**config.mk**
```make
export PLATFORM = sky130hd
export DESIGN_NAME = apm_pin_mux
export DESIGN_NICKNAME = d
export VERILOG_FILES = /design/src/shared/apm_pkg.sv /design/src/shared/apm_sync_if.sv /design/src/core/apm_pin_mux.sv /design/src/core/apm_pin_sync.sv
export SDC_FILE = /design/constraint.sdc
export NUM_CORES = 1
export LEC_CHECK = 0
export ABC_AREA = 1
export BUFFER_PORTS_ARGS = -buffer_cell sky130_fd_sc_hd__buf_2
export CORE_UTILIZATION = 55
export DETAILED_ROUTE_END_ITERATION = 16
export PLACE_DENSITY_LB_ADDON = 0.12
export REMOVE_ABC_BUFFERS = 1
export SETUP_SLACK_MARGIN = 0.02
export SYNTH_ARGS = -nofsm -noshare
export SYNTH_HDL_FRONTEND = slang
export SYNTH_SLANG_ARGS = --single-unit
```
**constraint.sdc**
```tcl
create_clock -name core_clk -period 2 [get_ports core_clk]
set_clock_uncertainty 0.2 [all_clocks]
set_input_delay 0.1 -clock core_clk [delete_from_list [all_inputs] [get_ports core_clk]]
set_output_delay 0.1 -clock core_clk [all_outputs]
set_load 0.01 [all_outputs]
```
**src/shared/apm_pkg.sv**
```systemverilog
// Package for the multifunction pin mux: offsets, fields, codes, resets
package apm_pkg;

  // Register offsets on the control port
  localparam logic [6:0] APM_CLK_SRC_ADDR  = 7'h04;
  localparam logic [6:0] APM_AIF_DIR_ADDR  = 7'h1b;
  localparam logic [6:0] APM_SEC_SRC_ADDR  = 7'h1f;
  localparam logic [6:0] APM_GPIO_FN_ADDR  = 7'h34;
  localparam logic [6:0] APM_GPIO_CTL_ADDR = 7'h35;
  localparam logic [6:0] APM_DIN_FN_ADDR   = 7'h36;
  localparam logic [6:0] APM_MISO_FN_ADDR  = 7'h37;
  localparam logic [6:0] APM_SCLK_FN_ADDR  = 7'h38;
  localparam logic [6:0] APM_DAC_CFG_ADDR  = 7'h3f;

  // Writable bits of each register; the rest read as zero, but bit 0 of GPIO, data-in and serial-clock function reads the pin
  localparam logic [7:0] APM_CLK_SRC_MASK  = 8'h0f;
  localparam logic [7:0] APM_AIF_DIR_MASK  = 8'h0c;
  localparam logic [7:0] APM_SEC_SRC_MASK  = 8'h79;
  localparam logic [7:0] APM_GPIO_FN_MASK  = 8'h3c;
  localparam logic [7:0] APM_GPIO_CTL_MASK = 8'h0f;
  localparam logic [7:0] APM_DIN_FN_MASK   = 8'h06;
  localparam logic [7:0] APM_MISO_FN_MASK  = 8'h1f;
  localparam logic [7:0] APM_SCLK_FN_MASK  = 8'h06;
  localparam logic [7:0] APM_DAC_CFG_MASK  = 8'h30;

  // Reset values
  localparam logic [7:0] APM_CLK_SRC_RST  = 8'h00;
  localparam logic [7:0] APM_AIF_DIR_RST  = 8'h00;
  localparam logic [7:0] APM_SEC_SRC_RST  = 8'h00;
  localparam logic [7:0] APM_GPIO_FN_RST  = 8'h00;
  localparam logic [7:0] APM_GPIO_CTL_RST = 8'h00;
  localparam logic [7:0] APM_DIN_FN_RST   = 8'h00;
  localparam logic [7:0] APM_MISO_FN_RST  = 8'h00;
  localparam logic [7:0] APM_SCLK_FN_RST  = 8'h00;
  localparam logic [7:0] APM_DAC_CFG_RST  = 8'h00;

  // Field positions (least significant bit)
  localparam int APM_PLL_SRC_LSB   = 2;
  localparam int APM_CODEC_SRC_LSB = 0;
  localparam int APM_BCLK_DIR_BIT  = 3;
  localparam int APM_WCLK_DIR_BIT  = 2;
  localparam int APM_SBCLK_SRC_LSB = 5;
  localparam int APM_SWCLK_SRC_LSB = 3;
  localparam int APM_SDIN_SRC_BIT  = 0;
  localparam int APM_GPIO_FN_LSB   = 2;
  localparam int APM_GPIO_CTL_LSB  = 1;
  localparam int APM_GPO_VAL_BIT   = 0;
  localparam int APM_DIN_FN_LSB    = 1;
  localparam int APM_MISO_FN_LSB   = 1;
  localparam int APM_SCLK_FN_LSB   = 1;
  localparam int APM_PIN_STAT_BIT  = 0;
  localparam int APM_MONO_SEL_LSB  = 4;

  // Two-bit clock source codes
  localparam logic [1:0] APM_SRC_MCLK = 2'h0;
  localparam logic [1:0] APM_SRC_BCLK = 2'h1;
  localparam logic [1:0] APM_SRC_GPIO = 2'h2;
  localparam logic [1:0] APM_SRC_DIN  = 2'h3;
  // Secondary input sources
  localparam logic [1:0] APM_SEC_GPIO = 2'h0;
  localparam logic [1:0] APM_SEC_SCLK = 2'h1;
  // Two-bit pin function codes (data-in and serial-clock pins)
  localparam logic [1:0] APM_FN2_PRIMARY = 2'h1;
  localparam logic [1:0] APM_FN2_GPI     = 2'h2;
  // General-purpose/data-out pin codes
  localparam logic [3:0] APM_GFN_CLKIN = 4'h1;
  localparam logic [3:0] APM_GFN_GPI   = 4'h2;
  localparam logic [3:0] APM_GFN_GPO   = 4'h3;
  localparam logic [3:0] APM_GFN_AUX   = 4'h4;
  localparam logic [3:0] APM_GFN_FIRST_INTERRUPT_OUTPUT  = 4'h5;
  localparam logic [3:0] APM_GFN_SECOND_INTERRUPT_OUTPUT  = 4'h6;
  localparam logic [3:0] APM_GFN_SBCLK = 4'h8;
  localparam logic [3:0] APM_GFN_SWCLK = 4'h9;
  localparam logic [2:0] APM_GCTL_GPO  = 3'h2;
  // Serial-out control pin codes
  localparam logic [3:0] APM_MFN_GPO   = 4'h2;
  localparam logic [3:0] APM_MFN_AUX   = 4'h3;
  localparam logic [3:0] APM_MFN_FIRST_INTERRUPT_OUTPUT  = 4'h4;
  localparam logic [3:0] APM_MFN_SECOND_INTERRUPT_OUTPUT  = 4'h5;
  localparam logic [3:0] APM_MFN_SDOUT = 4'h8;
  localparam logic [3:0] APM_MFN_SBCLK = 4'h9;
  localparam logic [3:0] APM_MFN_SWCLK = 4'ha;
  // Mono DAC input select
  localparam logic [1:0] APM_MONO_LEFT  = 2'h0;
  localparam logic [1:0] APM_MONO_RIGHT = 2'h1;
  localparam logic [1:0] APM_MONO_MIX   = 2'h2;

  // Bit positions of the synchronised pin vector
  localparam int APM_NPIN     = 6;
  localparam int APM_PIN_MCLK = 0;
  localparam int APM_PIN_BCLK = 1;
  localparam int APM_PIN_WCLK = 2;
  localparam int APM_PIN_DIN  = 3;
  localparam int APM_PIN_GPIO = 4;
  localparam int APM_PIN_SCLK = 5;

endpackage

```
**src/shared/apm_sync_if.sv**
```systemverilog
// Interface carrying raw pin levels in and filtered levels out
`timescale 1ns/1ps
`default_nettype none
interface apm_sync_if #(parameter int W = 6);
  logic [W-1:0] raw;
  logic [W-1:0] clean;
  modport sync_side (input raw, output clean);
  modport user_side (output raw, input clean);
endinterface
`default_nettype wire

```
**src/core/apm_pin_mux.sv**
```systemverilog
// Multifunction pin mux of a mono audio amplifier, with register file
//
// Contract
// RULE1: PLL reference field picks master clock, bit clock, GPIO pin or DIN.
// RULE2: PLL from DIN needs DIN function 01; from GPIO needs GPIO 0001.
// RULE3: Codec clock field picks master, bit clock, or GPIO pin (GPIO 0001).
// RULE4: Direction bit 3 set makes the device drive the bit clock pin.
// RULE5: Direction bit 2 set makes the device drive the word clock pin.
// RULE6: DIN function 01 is serial data in, 10 is general input.
// RULE7: GPIO function 0001 is clock/secondary input, 0010 general input.
// RULE8: GPIO function drives aux clock, interrupts, secondary clocks out.
// RULE9: GPIO general output needs control field 010 to place its value.
// RULE10: Serial-out pin codes give general out, aux clock, interrupts.
// RULE11: Serial-out pin codes 1000-1010 give secondary data and clocks.
// RULE12: Serial-clock pin 01 is secondary input, 10 general input.
// RULE13: Secondary bit clock input comes from GPIO pin or serial-clock pin.
// RULE14: Secondary word clock input likewise, each needing its input code.
// RULE15: Secondary data input bit picks GPIO pin or serial-clock pin.
// RULE16: Mono DAC input is left, right, or halved sum of both.
// RULE17: Software gives each exclusive function to one pin only.
// RULE18: A pin drives only under an output code; others leave it undriven.
`timescale 1ns/1ps
`default_nettype none
module apm_pin_mux
  import apm_pkg::*;
#(
  parameter int DW = 16
) (
  input  wire logic          core_clk,
  input  wire logic          rst_n,
  input  wire logic          reg_wr_en,
  input  wire logic [6:0]    reg_addr,
  input  wire logic [7:0]    reg_wdata,
  output var  logic [7:0]    reg_rdata,
  input  wire logic          mclk_pin,
  input  wire logic          bclk_pin_i,
  output var  logic          bclk_pin_o,
  output var  logic          bclk_pin_oe,
  input  wire logic          wclk_pin_i,
  output var  logic          wclk_pin_o,
  output var  logic          wclk_pin_oe,
  input  wire logic          first_shared_data_in_pin,
  input  wire logic          gpio_pin_i,
  output var  logic          gpio_pin_o,
  output var  logic          gpio_pin_oe,
  input  wire logic          sclk_pin,
  output var  logic          miso_pin_o,
  output var  logic          miso_pin_oe,
  input  wire logic          prim_bclk_gen,
  input  wire logic          prim_wclk_gen,
  input  wire logic          aux_clk_gen,
  input  wire logic          first_interrupt_output_src,
  input  wire logic          second_interrupt_output_src,
  input  wire logic          sec_bclk_gen,
  input  wire logic          sec_wclk_gen,
  input  wire logic          sec_dout_gen,
  input  wire logic [DW-1:0] dac_left,
  input  wire logic [DW-1:0] dac_right,
  output var  logic [DW-1:0] dac_mono,
  output var  logic          pll_ref_clk,
  output var  logic          codec_clk,
  output var  logic          prim_bclk,
  output var  logic          prim_wclk,
  output var  logic          prim_din,
  output var  logic          sec_bclk,
  output var  logic          sec_wclk,
  output var  logic          sec_din,
  output var  logic          gpi_din,
  output var  logic          gpi_gpio,
  output var  logic          gpi_sclk
);
  typedef struct packed {
    logic [7:0]    clk_src;
    logic [7:0]    aif_dir;
    logic [7:0]    sec_src;
    logic [7:0]    gpio_fn;
    logic [7:0]    gpio_ctl;
    logic [7:0]    din_fn;
    logic [7:0]    miso_fn;
    logic [7:0]    sclk_fn;
    logic [7:0]    dac_cfg;
    logic [7:0]    rdata;
    logic          pll_ref;
    logic          codec;
    logic          pbclk;
    logic          pwclk;
    logic          pdin;
    logic          sbclk;
    logic          swclk;
    logic          sdin;
    logic          gdin;
    logic          ggpio;
    logic          gsclk;
    logic          bclk_o;
    logic          bclk_oe;
    logic          wclk_o;
    logic          wclk_oe;
    logic          gpio_o;
    logic          gpio_oe;
    logic          miso_o;
    logic          miso_oe;
    logic [DW-1:0] mono;
  } apm_state_type;

  apm_state_type s_q;
  apm_state_type s_d;
  logic [APM_NPIN-1:0] c;

  apm_sync_if #(.W(APM_NPIN)) sy ();

  apm_pin_sync #(.W(APM_NPIN)) u_sync (
    .core_clk (core_clk),
    .rst_n    (rst_n),
    .port     (sy)
  );

  // Pins arrive asynchronously to core_clk, so all of them are filtered
  assign sy.raw = {sclk_pin, gpio_pin_i, first_shared_data_in_pin,
                   wclk_pin_i, bclk_pin_i, mclk_pin};
  assign c = sy.clean;

  // Gate a pin level by whether its function field grants input use
  function automatic logic gate(input logic ok, input logic lvl);
    gate = ok & lvl;
  endfunction

  // Halved left-plus-right sum, one extra bit keeps the carry
  function automatic logic [DW-1:0] mix(input logic [DW-1:0] l,
                                        input logic [DW-1:0] r);
    logic signed [DW:0] sum;
    sum = $signed({l[DW-1], l}) + $signed({r[DW-1], r});
    mix = sum[DW:1];
  endfunction

  logic [1:0] pll_f;
  logic [1:0] cdc_f;
  logic [3:0] gfn;
  logic [3:0] mfn;
  logic [1:0] dfn;
  logic [1:0] sfn;
  logic       g_clkin;
  logic       s_secin;

  assign pll_f   = s_q.clk_src[APM_PLL_SRC_LSB +: 2];
  assign cdc_f   = s_q.clk_src[APM_CODEC_SRC_LSB +: 2];
  assign gfn     = s_q.gpio_fn[APM_GPIO_FN_LSB +: 4];
  assign mfn     = s_q.miso_fn[APM_MISO_FN_LSB +: 4];
  assign dfn     = s_q.din_fn[APM_DIN_FN_LSB +: 2];
  assign sfn     = s_q.sclk_fn[APM_SCLK_FN_LSB +: 2];
  assign g_clkin = (gfn == APM_GFN_CLKIN);
  assign s_secin = (sfn == APM_FN2_PRIMARY);

  always_comb begin
    s_d = s_q;
    if (reg_wr_en) begin
      case (reg_addr)
        APM_CLK_SRC_ADDR:  s_d.clk_src  = reg_wdata & APM_CLK_SRC_MASK;
        APM_AIF_DIR_ADDR:  s_d.aif_dir  = reg_wdata & APM_AIF_DIR_MASK;
        APM_SEC_SRC_ADDR:  s_d.sec_src  = reg_wdata & APM_SEC_SRC_MASK;
        APM_GPIO_FN_ADDR:  s_d.gpio_fn  = reg_wdata & APM_GPIO_FN_MASK;
        APM_GPIO_CTL_ADDR: s_d.gpio_ctl = reg_wdata & APM_GPIO_CTL_MASK;
        APM_DIN_FN_ADDR:   s_d.din_fn   = reg_wdata & APM_DIN_FN_MASK;
        APM_MISO_FN_ADDR:  s_d.miso_fn  = reg_wdata & APM_MISO_FN_MASK;
        APM_SCLK_FN_ADDR:  s_d.sclk_fn  = reg_wdata & APM_SCLK_FN_MASK;
        APM_DAC_CFG_ADDR:  s_d.dac_cfg  = reg_wdata & APM_DAC_CFG_MASK;
        default: begin
        end
      endcase
    end
    // Read data lags the address by one cycle; pin levels show in bit 0
    case (reg_addr)
      APM_CLK_SRC_ADDR:  s_d.rdata = s_q.clk_src;
      APM_AIF_DIR_ADDR:  s_d.rdata = s_q.aif_dir;
      APM_SEC_SRC_ADDR:  s_d.rdata = s_q.sec_src;
      APM_GPIO_FN_ADDR:  s_d.rdata = s_q.gpio_fn | 8'({c[APM_PIN_GPIO]});
      APM_GPIO_CTL_ADDR: s_d.rdata = s_q.gpio_ctl;
      APM_DIN_FN_ADDR:   s_d.rdata = s_q.din_fn | 8'({c[APM_PIN_DIN]});
      APM_MISO_FN_ADDR:  s_d.rdata = s_q.miso_fn;
      APM_SCLK_FN_ADDR:  s_d.rdata = s_q.sclk_fn | 8'({c[APM_PIN_SCLK]});
      APM_DAC_CFG_ADDR:  s_d.rdata = s_q.dac_cfg;
      default:           s_d.rdata = 8'h00;
    endcase

    case (pll_f)
      APM_SRC_MCLK: s_d.pll_ref = c[APM_PIN_MCLK]; // RULE1
      APM_SRC_BCLK: s_d.pll_ref = c[APM_PIN_BCLK]; // RULE1
      APM_SRC_GPIO: s_d.pll_ref = gate(g_clkin, c[APM_PIN_GPIO]); // RULE2
      default: s_d.pll_ref = gate(dfn == APM_FN2_PRIMARY,
                                  c[APM_PIN_DIN]); // RULE2
    endcase
    case (cdc_f)
      APM_SRC_MCLK: s_d.codec = c[APM_PIN_MCLK]; // RULE3
      APM_SRC_BCLK: s_d.codec = c[APM_PIN_BCLK]; // RULE3
      APM_SRC_GPIO: s_d.codec = gate(g_clkin, c[APM_PIN_GPIO]); // RULE3
      default:      s_d.codec = 1'b0;
    endcase

    // Driving the pin also feeds the own clock inward, as a master would
    s_d.bclk_oe = s_q.aif_dir[APM_BCLK_DIR_BIT]; // RULE4
    s_d.bclk_o  = s_d.bclk_oe & prim_bclk_gen; // RULE4
    s_d.pbclk   = s_d.bclk_oe ? prim_bclk_gen : c[APM_PIN_BCLK]; // RULE4
    s_d.wclk_oe = s_q.aif_dir[APM_WCLK_DIR_BIT]; // RULE5
    s_d.wclk_o  = s_d.wclk_oe & prim_wclk_gen; // RULE5
    s_d.pwclk   = s_d.wclk_oe ? prim_wclk_gen : c[APM_PIN_WCLK]; // RULE5

    s_d.pdin  = gate(dfn == APM_FN2_PRIMARY, c[APM_PIN_DIN]); // RULE6
    s_d.gdin  = gate(dfn == APM_FN2_GPI, c[APM_PIN_DIN]); // RULE6
    s_d.ggpio = gate(gfn == APM_GFN_GPI, c[APM_PIN_GPIO]); // RULE7
    s_d.gsclk = gate(sfn == APM_FN2_GPI, c[APM_PIN_SCLK]); // RULE12

    case (s_q.sec_src[APM_SBCLK_SRC_LSB +: 2])
      APM_SEC_GPIO: s_d.sbclk = gate(g_clkin, c[APM_PIN_GPIO]); // RULE13
      APM_SEC_SCLK: s_d.sbclk = gate(s_secin, c[APM_PIN_SCLK]); // RULE13
      default:      s_d.sbclk = 1'b0;
    endcase
    case (s_q.sec_src[APM_SWCLK_SRC_LSB +: 2])
      APM_SEC_GPIO: s_d.swclk = gate(g_clkin, c[APM_PIN_GPIO]); // RULE14
      APM_SEC_SCLK: s_d.swclk = gate(s_secin, c[APM_PIN_SCLK]); // RULE14
      default:      s_d.swclk = 1'b0;
    endcase
    s_d.sdin = s_q.sec_src[APM_SDIN_SRC_BIT] ?
               gate(s_secin, c[APM_PIN_SCLK]) :
               gate(g_clkin, c[APM_PIN_GPIO]); // RULE15

    // Input and unlisted codes leave the pin undriven
    s_d.gpio_oe = 1'b1;
    case (gfn)
      APM_GFN_AUX:   s_d.gpio_o = aux_clk_gen; // RULE8
      APM_GFN_FIRST_INTERRUPT_OUTPUT:  s_d.gpio_o = first_interrupt_output_src; // RULE8
      APM_GFN_SECOND_INTERRUPT_OUTPUT:  s_d.gpio_o = second_interrupt_output_src; // RULE8
      APM_GFN_SBCLK: s_d.gpio_o = sec_bclk_gen; // RULE8
      APM_GFN_SWCLK: s_d.gpio_o = sec_wclk_gen; // RULE8
      APM_GFN_GPO: begin
        s_d.gpio_oe = (s_q.gpio_ctl[APM_GPIO_CTL_LSB +: 3]
                       == APM_GCTL_GPO); // RULE9
        s_d.gpio_o  = s_d.gpio_oe & s_q.gpio_ctl[APM_GPO_VAL_BIT]; // RULE9
      end
      default: begin
        s_d.gpio_oe = 1'b0; // RULE18
        s_d.gpio_o  = 1'b0;
      end
    endcase
    s_d.miso_oe = 1'b1;
    case (mfn)
      APM_MFN_GPO:   s_d.miso_o = s_q.miso_fn[APM_GPO_VAL_BIT]; // RULE10
      APM_MFN_AUX:   s_d.miso_o = aux_clk_gen; // RULE10
      APM_MFN_FIRST_INTERRUPT_OUTPUT:  s_d.miso_o = first_interrupt_output_src; // RULE10
      APM_MFN_SECOND_INTERRUPT_OUTPUT:  s_d.miso_o = second_interrupt_output_src; // RULE10
      APM_MFN_SDOUT: s_d.miso_o = sec_dout_gen; // RULE11
      APM_MFN_SBCLK: s_d.miso_o = sec_bclk_gen; // RULE11
      APM_MFN_SWCLK: s_d.miso_o = sec_wclk_gen; // RULE11
      default: begin
        s_d.miso_oe = 1'b0; // RULE18
        s_d.miso_o  = 1'b0;
      end
    endcase

    case (s_q.dac_cfg[APM_MONO_SEL_LSB +: 2])
      APM_MONO_RIGHT: s_d.mono = dac_right; // RULE16
      APM_MONO_MIX:   s_d.mono = mix(dac_left, dac_right); // RULE16
      default:        s_d.mono = dac_left; // RULE16
    endcase
  end

  always_ff @(posedge core_clk) begin
    if (!rst_n) begin
      s_q          <= '0;
      s_q.clk_src  <= APM_CLK_SRC_RST;
      s_q.aif_dir  <= APM_AIF_DIR_RST;
      s_q.sec_src  <= APM_SEC_SRC_RST;
      s_q.gpio_fn  <= APM_GPIO_FN_RST;
      s_q.gpio_ctl <= APM_GPIO_CTL_RST;
      s_q.din_fn   <= APM_DIN_FN_RST;
      s_q.miso_fn  <= APM_MISO_FN_RST;
      s_q.sclk_fn  <= APM_SCLK_FN_RST;
      s_q.dac_cfg  <= APM_DAC_CFG_RST;
    end else begin
      s_q <= s_d;
    end
  end

  assign reg_rdata   = s_q.rdata;
  assign pll_ref_clk = s_q.pll_ref;
  assign codec_clk   = s_q.codec;
  assign prim_bclk   = s_q.pbclk;
  assign prim_wclk   = s_q.pwclk;
  assign prim_din    = s_q.pdin;
  assign sec_bclk    = s_q.sbclk;
  assign sec_wclk    = s_q.swclk;
  assign sec_din     = s_q.sdin;
  assign gpi_din     = s_q.gdin;
  assign gpi_gpio    = s_q.ggpio;
  assign gpi_sclk    = s_q.gsclk;
  assign bclk_pin_o  = s_q.bclk_o;
  assign bclk_pin_oe = s_q.bclk_oe;
  assign wclk_pin_o  = s_q.wclk_o;
  assign wclk_pin_oe = s_q.wclk_oe;
  assign gpio_pin_o  = s_q.gpio_o;
  assign gpio_pin_oe = s_q.gpio_oe;
  assign miso_pin_o  = s_q.miso_o;
  assign miso_pin_oe = s_q.miso_oe;
  assign dac_mono    = s_q.mono;
endmodule
`default_nettype wire

```
**src/core/apm_pin_sync.sv**
```systemverilog
// Three-stage pin synchroniser with agreement filter
`timescale 1ns/1ps
`default_nettype none
module apm_pin_sync #(
  parameter int W = 6
) (
  input  wire logic     core_clk,
  input  wire logic     rst_n,
  apm_sync_if.sync_side port
);
  typedef struct packed {
    logic [W-1:0] s1;
    logic [W-1:0] s2;
    logic [W-1:0] s3;
    logic [W-1:0] clean;
  } apm_sync_state_type;

  apm_sync_state_type s_q;
  apm_sync_state_type s_d;

  // Stage one feeds stage two only; a level counts once two and three agree
  always_comb begin
    s_d    = s_q;
    s_d.s1 = port.raw;
    s_d.s2 = s_q.s1;
    s_d.s3 = s_q.s2;
    for (int i = 0; i < W; i++) begin
      if (s_q.s2[i] == s_q.s3[i]) begin
        s_d.clean[i] = s_q.s3[i];
      end
    end
  end

  always_ff @(posedge core_clk) begin
    if (!rst_n) begin
      s_q <= '0;
    end else begin
      s_q <= s_d;
    end
  end

  assign port.clean = s_q.clean;
endmodule
`default_nettype wire

```
==> results of run 1 <==
## Yosys cell counts (2+ instances only)
| master | instances | area, um^2 |
|---|---|---|
| buf_2 | 4 | 20.02 |
| nor2_1 | 29 | 108.9 |
| nor2_2 | 2 | 12.51 |
| o21ai_1 | 15 | 75.07 |
| nand2_1 | 157 | 589.3 |
| dfxtp_1 | 96 | 1922 |
| clkbuf_1 | 9 | 33.78 |
| nor3_1 | 11 | 55.05 |
| nand3_1 | 40 | 200.2 |
| nor3_2 | 2 | 20.02 |
| nand4_1 | 2 | 12.51 |
| a221oi_1 | 2 | 17.52 |
| inv_1 | 111 | 416.7 |
| or2_2 | 2 | 12.51 |
| o21ai_0 | 43 | 215.2 |
| nand3b_1 | 2 | 15.01 |
| nand3_2 | 2 | 20.02 |
| buf_1 | 4 | 15.01 |
| ha_1 | 17 | 212.7 |
| a21oi_1 | 90 | 450.4 |
| o22ai_1 | 6 | 37.54 |
| o211ai_1 | 5 | 37.54 |
| clkinv_1 | 2 | 7.510 |
| nand2_2 | 12 | 75.07 |
| inv_2 | 9 | 33.78 |
| buf_4 | 24 | 180.2 |
## critical path, cell delays in order
cell and delay [ns]:
dlygate4sd3_1 0.54, buf_2 0.13, ha_1 0.36, or2_1 0.26, nand3_1 0.11, nand2_2 0.09, nand2_1 0.09, nand2_1 0.05
nand2_1 0.05, nand3_1 0.07, a21oi_1 0.14
## final cells by class
class                           count  area (um^2)
Fill cell                         775         2417
Inverter                          122        457.9
Clock buffer                        9        123.9
Timing Repair Buffer              171         1184
Multi-Input combinational cell    455         2415
Tap cell                          108        135.1
Clock inverter                      7        63.81
Sequential cell                    96         1924
## sequential cells by signal, indices dropped and copies added, names as in the netlist, 2 cells and up
name               count
s_d                    2
s_q                   14
u_sync.s_q             6
mfn                    4
dfn                    2
u_sync.s_d            12
reg_rdata              7
pll_f                  2
cdc_f                  2
dac_mono              16
u_sync.port.clean      6
gfn                    4
## power breakdown
part	switching, mW	internal, mW	total (mW)
clock	0.748	0.478	1.23
combinational	0.348	0.279	0.628
sequential	0.0126	1.95	1.96
total	1.11	2.70	3.81
## kinds of logic (layout without fill, tap and decap cells)
family                   Yosys count  after routing
other                              1              1
buffers and inverters            163            309
AND/OR/NAND/NOR                  267            267
adder cells (fa/ha/maj)           19             19
AO/OA/AOI/OAI                    168            168
flip-flops                        96             96
## repair_timing
action,CTS,global route
hold buffers,61,0
endpoints found under the setup margin,0,11
hold endpoints to repair,60,0
gates resized for setup,0,19
buffers inserted,0,1
## through the flow
step,hold WS [ns],setup slack [ns]
floorplan,-0.006547,0.3001
global placement,0.07933,0.2338
detailed placement,0.08624,0.1799
CTS,0.01932,0.04807
global route,0.04346,0.02443
finish,-0.007130,0.1081
## worst paths after layout
check	start	end	slack [ns]	cells past startpoint
worst min register to register	u_sync.s_d[14]	u_sync.s_d[8]	0.21	2
worst max register to register	mfn[1]	miso_pin_o	0.14	6
worst max-delay path	dac_left[3]	dac_mono[11]	0.11	11
worst min-delay path	reg_addr[6]	pll_f[0]	-0.007	6
## layer usage
| metal | vias to the layer above | global-route usage |
|---|---|---|
| met5 | - | 0 |
| met4 | 0 | 0.1263 |
| met3 | 35 | 0.04913 |
| met2 | 187 | 0.5065 |
| met1 | 2263 | 0.3184 |
| li1 | 2557 | - |
==> summary.txt, run 1 <==
Global routing
  – Vias in the first global route: 4794
  – Grt ovf: 0
  – Initial antenna violation count: 0
  – Total global-route track usage: 0.2797
  – Largest net degree at the start of global routing: 29
  – First-pass GRT wire length: 21.34 mm

Worst setup path
  – Crit. End Element: flip-flop
  – Req. time, crit path: 2.10 ns
  – Critical path startpoint category: input port
  – CP Class: in2reg
  – CP Max Fanout: 6
  – CP arrival: 1.99 ns

Finish
  – Net count, final: 937
  – N_diodes: 0
  – Final Cell Area: 0.006304 mm^2
  – Final Non-Filler Cells: 968
  – Share of cells above drive strength 1: 0.2093
  – Commonest non-fill, non-tap cell in the layout: nand2_1
  – Layout area overhead: 27.25%
  – Most frequent cells in the layout: nand2_1 (154), inv_1 (110), buf_2 (104)
  – Final core utilization: 0.7228

Floorplan
  – Die Ht: 96.90 um
  – Starting Density: 0.5680
  – Core Region: 0.008721 mm^2
  – Chip width: 96.90 um
  – Die area: 0.009390 mm^2
  – Row count: 34
  – # IOs: 107

Clock tree
  – Clock transition at path regs: 0.11 ns
  – CTS Buffer Depth: 2
  – Clk_lat worst skew: 0.38 ns
  – Clk Tree Root Cell: clkbuf_8
  – CTS H-tree depth: 3
  – Num CTS Buffers: 9
  – CTS tree: yes
  – Clock sinks: 96

Routing
  – ANT nets after route: 0
  – Routed wire length: 12.91 mm
  – DR WL/cell: 13.34 um
  – Routed met1 length: 5.262 mm
  – Iteration-0 DRC Markers: 180
  – DRC viols: 0
  – Met2 WL: 6.541 mm
  – Met3 WL: 758 um
  – Via count: 5042
  – DRT Pass-1 Iters: 5
  – Vias per cell: 5.209
  – Top sig layer: met4

STA
  – Min cycle time layout: 1.892 ns
  – TNS Setup: 0 ns
  – RSZ-0062 raised after global routing: false
  – Slew Limit Fails: 0
  – Tcrit/Tclk final: 0.9459
  – Max_slew headroom: 0.6488
  – Fmax: 528.6 MHz
  – Final hold slack: -0.007130 ns
  – Worst slew pin tran: 0.5263 ns
  – Final hold vios: 1
  – Final setup viols: 0

Placed design
  – Routability Congestion: 0.9614
  – Cells after DPL: 892
  – DP Area: 0.005425 mm^2
  – Buffers on Ports: 104
  – Post-DP HPWL: 9.127 mm

Synth
  – YS warnings: 0
  – Adder-Cell Fraction of Synth Area: 0.04900
  – Post-Syn Instances: 714
  – Largest family of logic cells by synthesized area: simple AND/OR/NAND/NOR gates
  – Sequential share of the synthesized area: 0.3880
  – Post-synth EDFFs: 0
  – Synthesized area per cell: 6.938 um^2
  – Synth Register Bits: 96
  – Cell Area, Synth: 0.004954 mm^2
  – Ys async rst share: 0
  – Yosys cell types: 42
  – Post-Synth Simple-Gate Area: 0.2389
  – Top FF cell, synth: dfxtp_1
  – Synth Area in XOR/XNOR: 0
  – Multiplexer area fraction after synthesis: 0
  – Synth Area in Compound Gates: 0.1806

Worst hold path
  – Worst min path class: in2reg

Power and ir drop
  – Pwr dens: 604.9 mW/mm^2
  – Final Power: 3.813 mW
  – Worst IR drop on VDD: 0.0003925 V
  – LEAKAGE: 3.091 nW

Run
  – Number of max-cap violations: 0

Run status
  – Failing checks: negative hold slack
  – Outcome: finished with violations
Power figures use the tool's default switching activity.
==> inputs of run 2 (changes only) <==
--- a/config.mk
+++ b/config.mk
@@ -7,7 +7,7 @@
 export LEC_CHECK = 0
 export ABC_AREA = 1
 export BUFFER_PORTS_ARGS = -buffer_cell sky130_fd_sc_hd__buf_2
-export CORE_UTILIZATION = 55
+export CORE_UTILIZATION = 50
 export DETAILED_ROUTE_END_ITERATION = 16
 export PLACE_DENSITY_LB_ADDON = 0.12
 export REMOVE_ABC_BUFFERS = 1
==> run 2 against run 1 <==
The flow now finishes without violations; first-iteration DRC count up 30%; die area up 9.8%; maximum frequency down 2.2%; critical path depth down 1; sequential power about the same; non-clock buffer count up 1.
==> summary.txt, run 2 (same netlist as run 1, synthesis figures left out) <==
Run status
  – Outcome: complete, no violations

Routing
  – DRT Pass-1 Iters: 4
  – Routed wire length: 12.99 mm
  – DR WL/cell: 13.13 um
  – Met2 WL: 5.970 mm
  – Routed met1 length: 6.275 mm
  – DRC viols: 0
  – Top sig layer: met4
  – Via count: 4971
  – Iteration-0 DRC Markers: 234
  – ANT nets after route: 0
  – Vias per cell: 5.021
  – Met3 WL: 547 um

Finish
  – Net count, final: 938
  – Commonest non-fill, non-tap cell in the layout: nand2_1
  – Final Non-Filler Cells: 990
  – Final Cell Area: 0.006405 mm^2
  – Layout area overhead: 29.30%
  – Share of cells above drive strength 1: 0.2172
  – Max reg flops: 16
  – Area of the multi-input gates: 0.002484 mm^2
  – N_diodes: 0
  – Register area: 0.001924 mm^2
  – Most frequent cells in the layout: nand2_1 (151), inv_1 (109), buf_2 (103)
  – Fillers: 835

Floorplan
  – Die Ht: 101.5 um
  – Chip width: 101.5 um
  – # IOs: 107
  – Core Region: 0.009415 mm^2
  – Die area: 0.01031 mm^2
  – Row count: 35
  – Starting Density: 0.5261

Placed design
  – Routability Congestion: 0.9200
  – Cells after DPL: 911
  – Place WS: 0.2040 ns
  – Post-DP HPWL: 8.936 mm
  – DP Area: 0.005436 mm^2
  – Buffers on Ports: 104

Global routing
  – First-pass GRT wire length: 20.69 mm
  – Vias in the first global route: 4565
  – Largest net degree at the start of global routing: 67
  – Initial antenna violation count: 0
  – Total global-route track usage: 0.2544
  – Grt ovf: 0

Worst setup path
  – Req. time, crit path: 2.09 ns
  – Reg2reg start: s_q[47]
  – Critical path's largest stage delay: 0.57 ns
  – Crit. End Element: flip-flop
  – Critical path startpoint category: input port
  – CP arrival: 2.02 ns
  – CP Class: in2reg
  – CP Max Fanout: 4
  – R2R setup slack: 0.19 ns
  – RR Endpoint: dac_mono[11]
  – Crit-path cells: dlygate4sd3_1 -> buf_2 -> inv_2 -> nand2_2 -> nor2_1 -> nand2_2 -> inv_2 -> nand3_1 -> dlygate4sd3_1 -> a21oi_1
  – Crit path max-delay cell type: dlygate4sd3_1
  – Worst R2R Path Depth: 5

Worst hold path
  – Hold Path Stages: 5
  – Worst Hold End: reg_rdata[1]
  – Min-delay src: reg_addr[4]
  – Worst min path class: in2reg

STA
  – Final hold vios: 0
  – Setup WS post-layout: 0.06569 ns
  – Fmax: 517.0 MHz
  – Slew Limit Fails: 0
  – Tcrit/Tclk final: 0.9672
  – Worst slew pin tran: 0.5061 ns
  – Max_slew headroom: 0.6622
  – Min cycle time layout: 1.934 ns
  – Final hold slack: 0.002703 ns
  – Final setup viols: 0

Clock tree
  – Clk Tree Root Cell: clkbuf_8
  – CTS Buffer Depth: 2
  – Clock sinks: 96
  – Num CTS Buffers: 9
  – CTS tree: yes
  – Clock transition at path regs: 0.10 ns
  – Clk_lat worst skew: 0.36 ns
  – CTS H-tree depth: 3

Run
  – Number of max-cap violations: 0

Power and ir drop
  – Worst IR drop on VDD: 0.0004201 V
  – LEAKAGE: 3.084 nW
  – Final Power: 3.831 mW
  – Pwr dens: 598.1 mW/mm^2
==> run 2: worst max-delay path: cells and delay by family <==
| kind | cells | cell delay [ns] |
|---|---|---|
| simple gates | 4 | 0.35 |
| compound gates | 1 | 0.13 |
| buf+inv | 5 | 1.45 |
==> run 2: power breakdown <==
| part | internal, mW | leakage, nW | switching, mW |
|---|---|---|---|
| Clock | 0.473 | 0.0825 | 0.743 |
| Sequential | 1.95 | 0.782 | 0.0119 |
| Combinational | 0.294 | 2.22 | 0.362 |
==> run 2: timing repair <==
action,CTS,global route
hold buffers,61,0
setup buffers,0,4
resized for setup,0,32
hold endpoints to repair,67,0
setup endpoints to repair,0,15
==> run 2: worst max path at each step <==
stage / cells after the start / endpoint / slack, ns / start
2_1_floorplan: 7 / dac_mono[0] / 0.30 / s_q[47]
3_3_place_gp: 13 / dac_mono[11] / 0.25 / dac_left[1]
3_5_place_dp: 12 / dac_mono[11] / 0.20 / dac_left[1]
4_1_cts: 13 / dac_mono[11] / 0.06 / dac_right[1]
5_1_grt: 13 / dac_mono[11] / -0.0006 / dac_right[1]
6_report: 10 / pll_f[0] / 0.07 / reg_addr[1]
==> run 2: per-stage QoR <==
| stage | setup TNS (ns) | util |
|---|---|---|
| CTS | 0 | 0.6615 |
| global route | -0.0006428 | 0.6803 |
| global placement | 0 | 0.5774 |
| floorplan | 0 | - |
| finish | 0 | 0.6803 |
| detailed placement | 0 | 0.5774 |
==> run 2: layer usage <==
layer / GRT usage / vias to the layer above
met5: 0 / -
li1: - / 2563
met3: 0.03451 / 20
met2: 0.4122 / 142
met1: 0.3475 / 2246
met4: 0.08807 / 0
==> run 2: area by class of cell <==
cell class	instances	area share
clock buffer	10	0.01993
clock inverter	6	0.008400
inverter	122	0.07150
multi-input combinational	455	0.3878
sequential	96	0.3005
tap	129	0.02520
timing repair buffer	172	0.1868
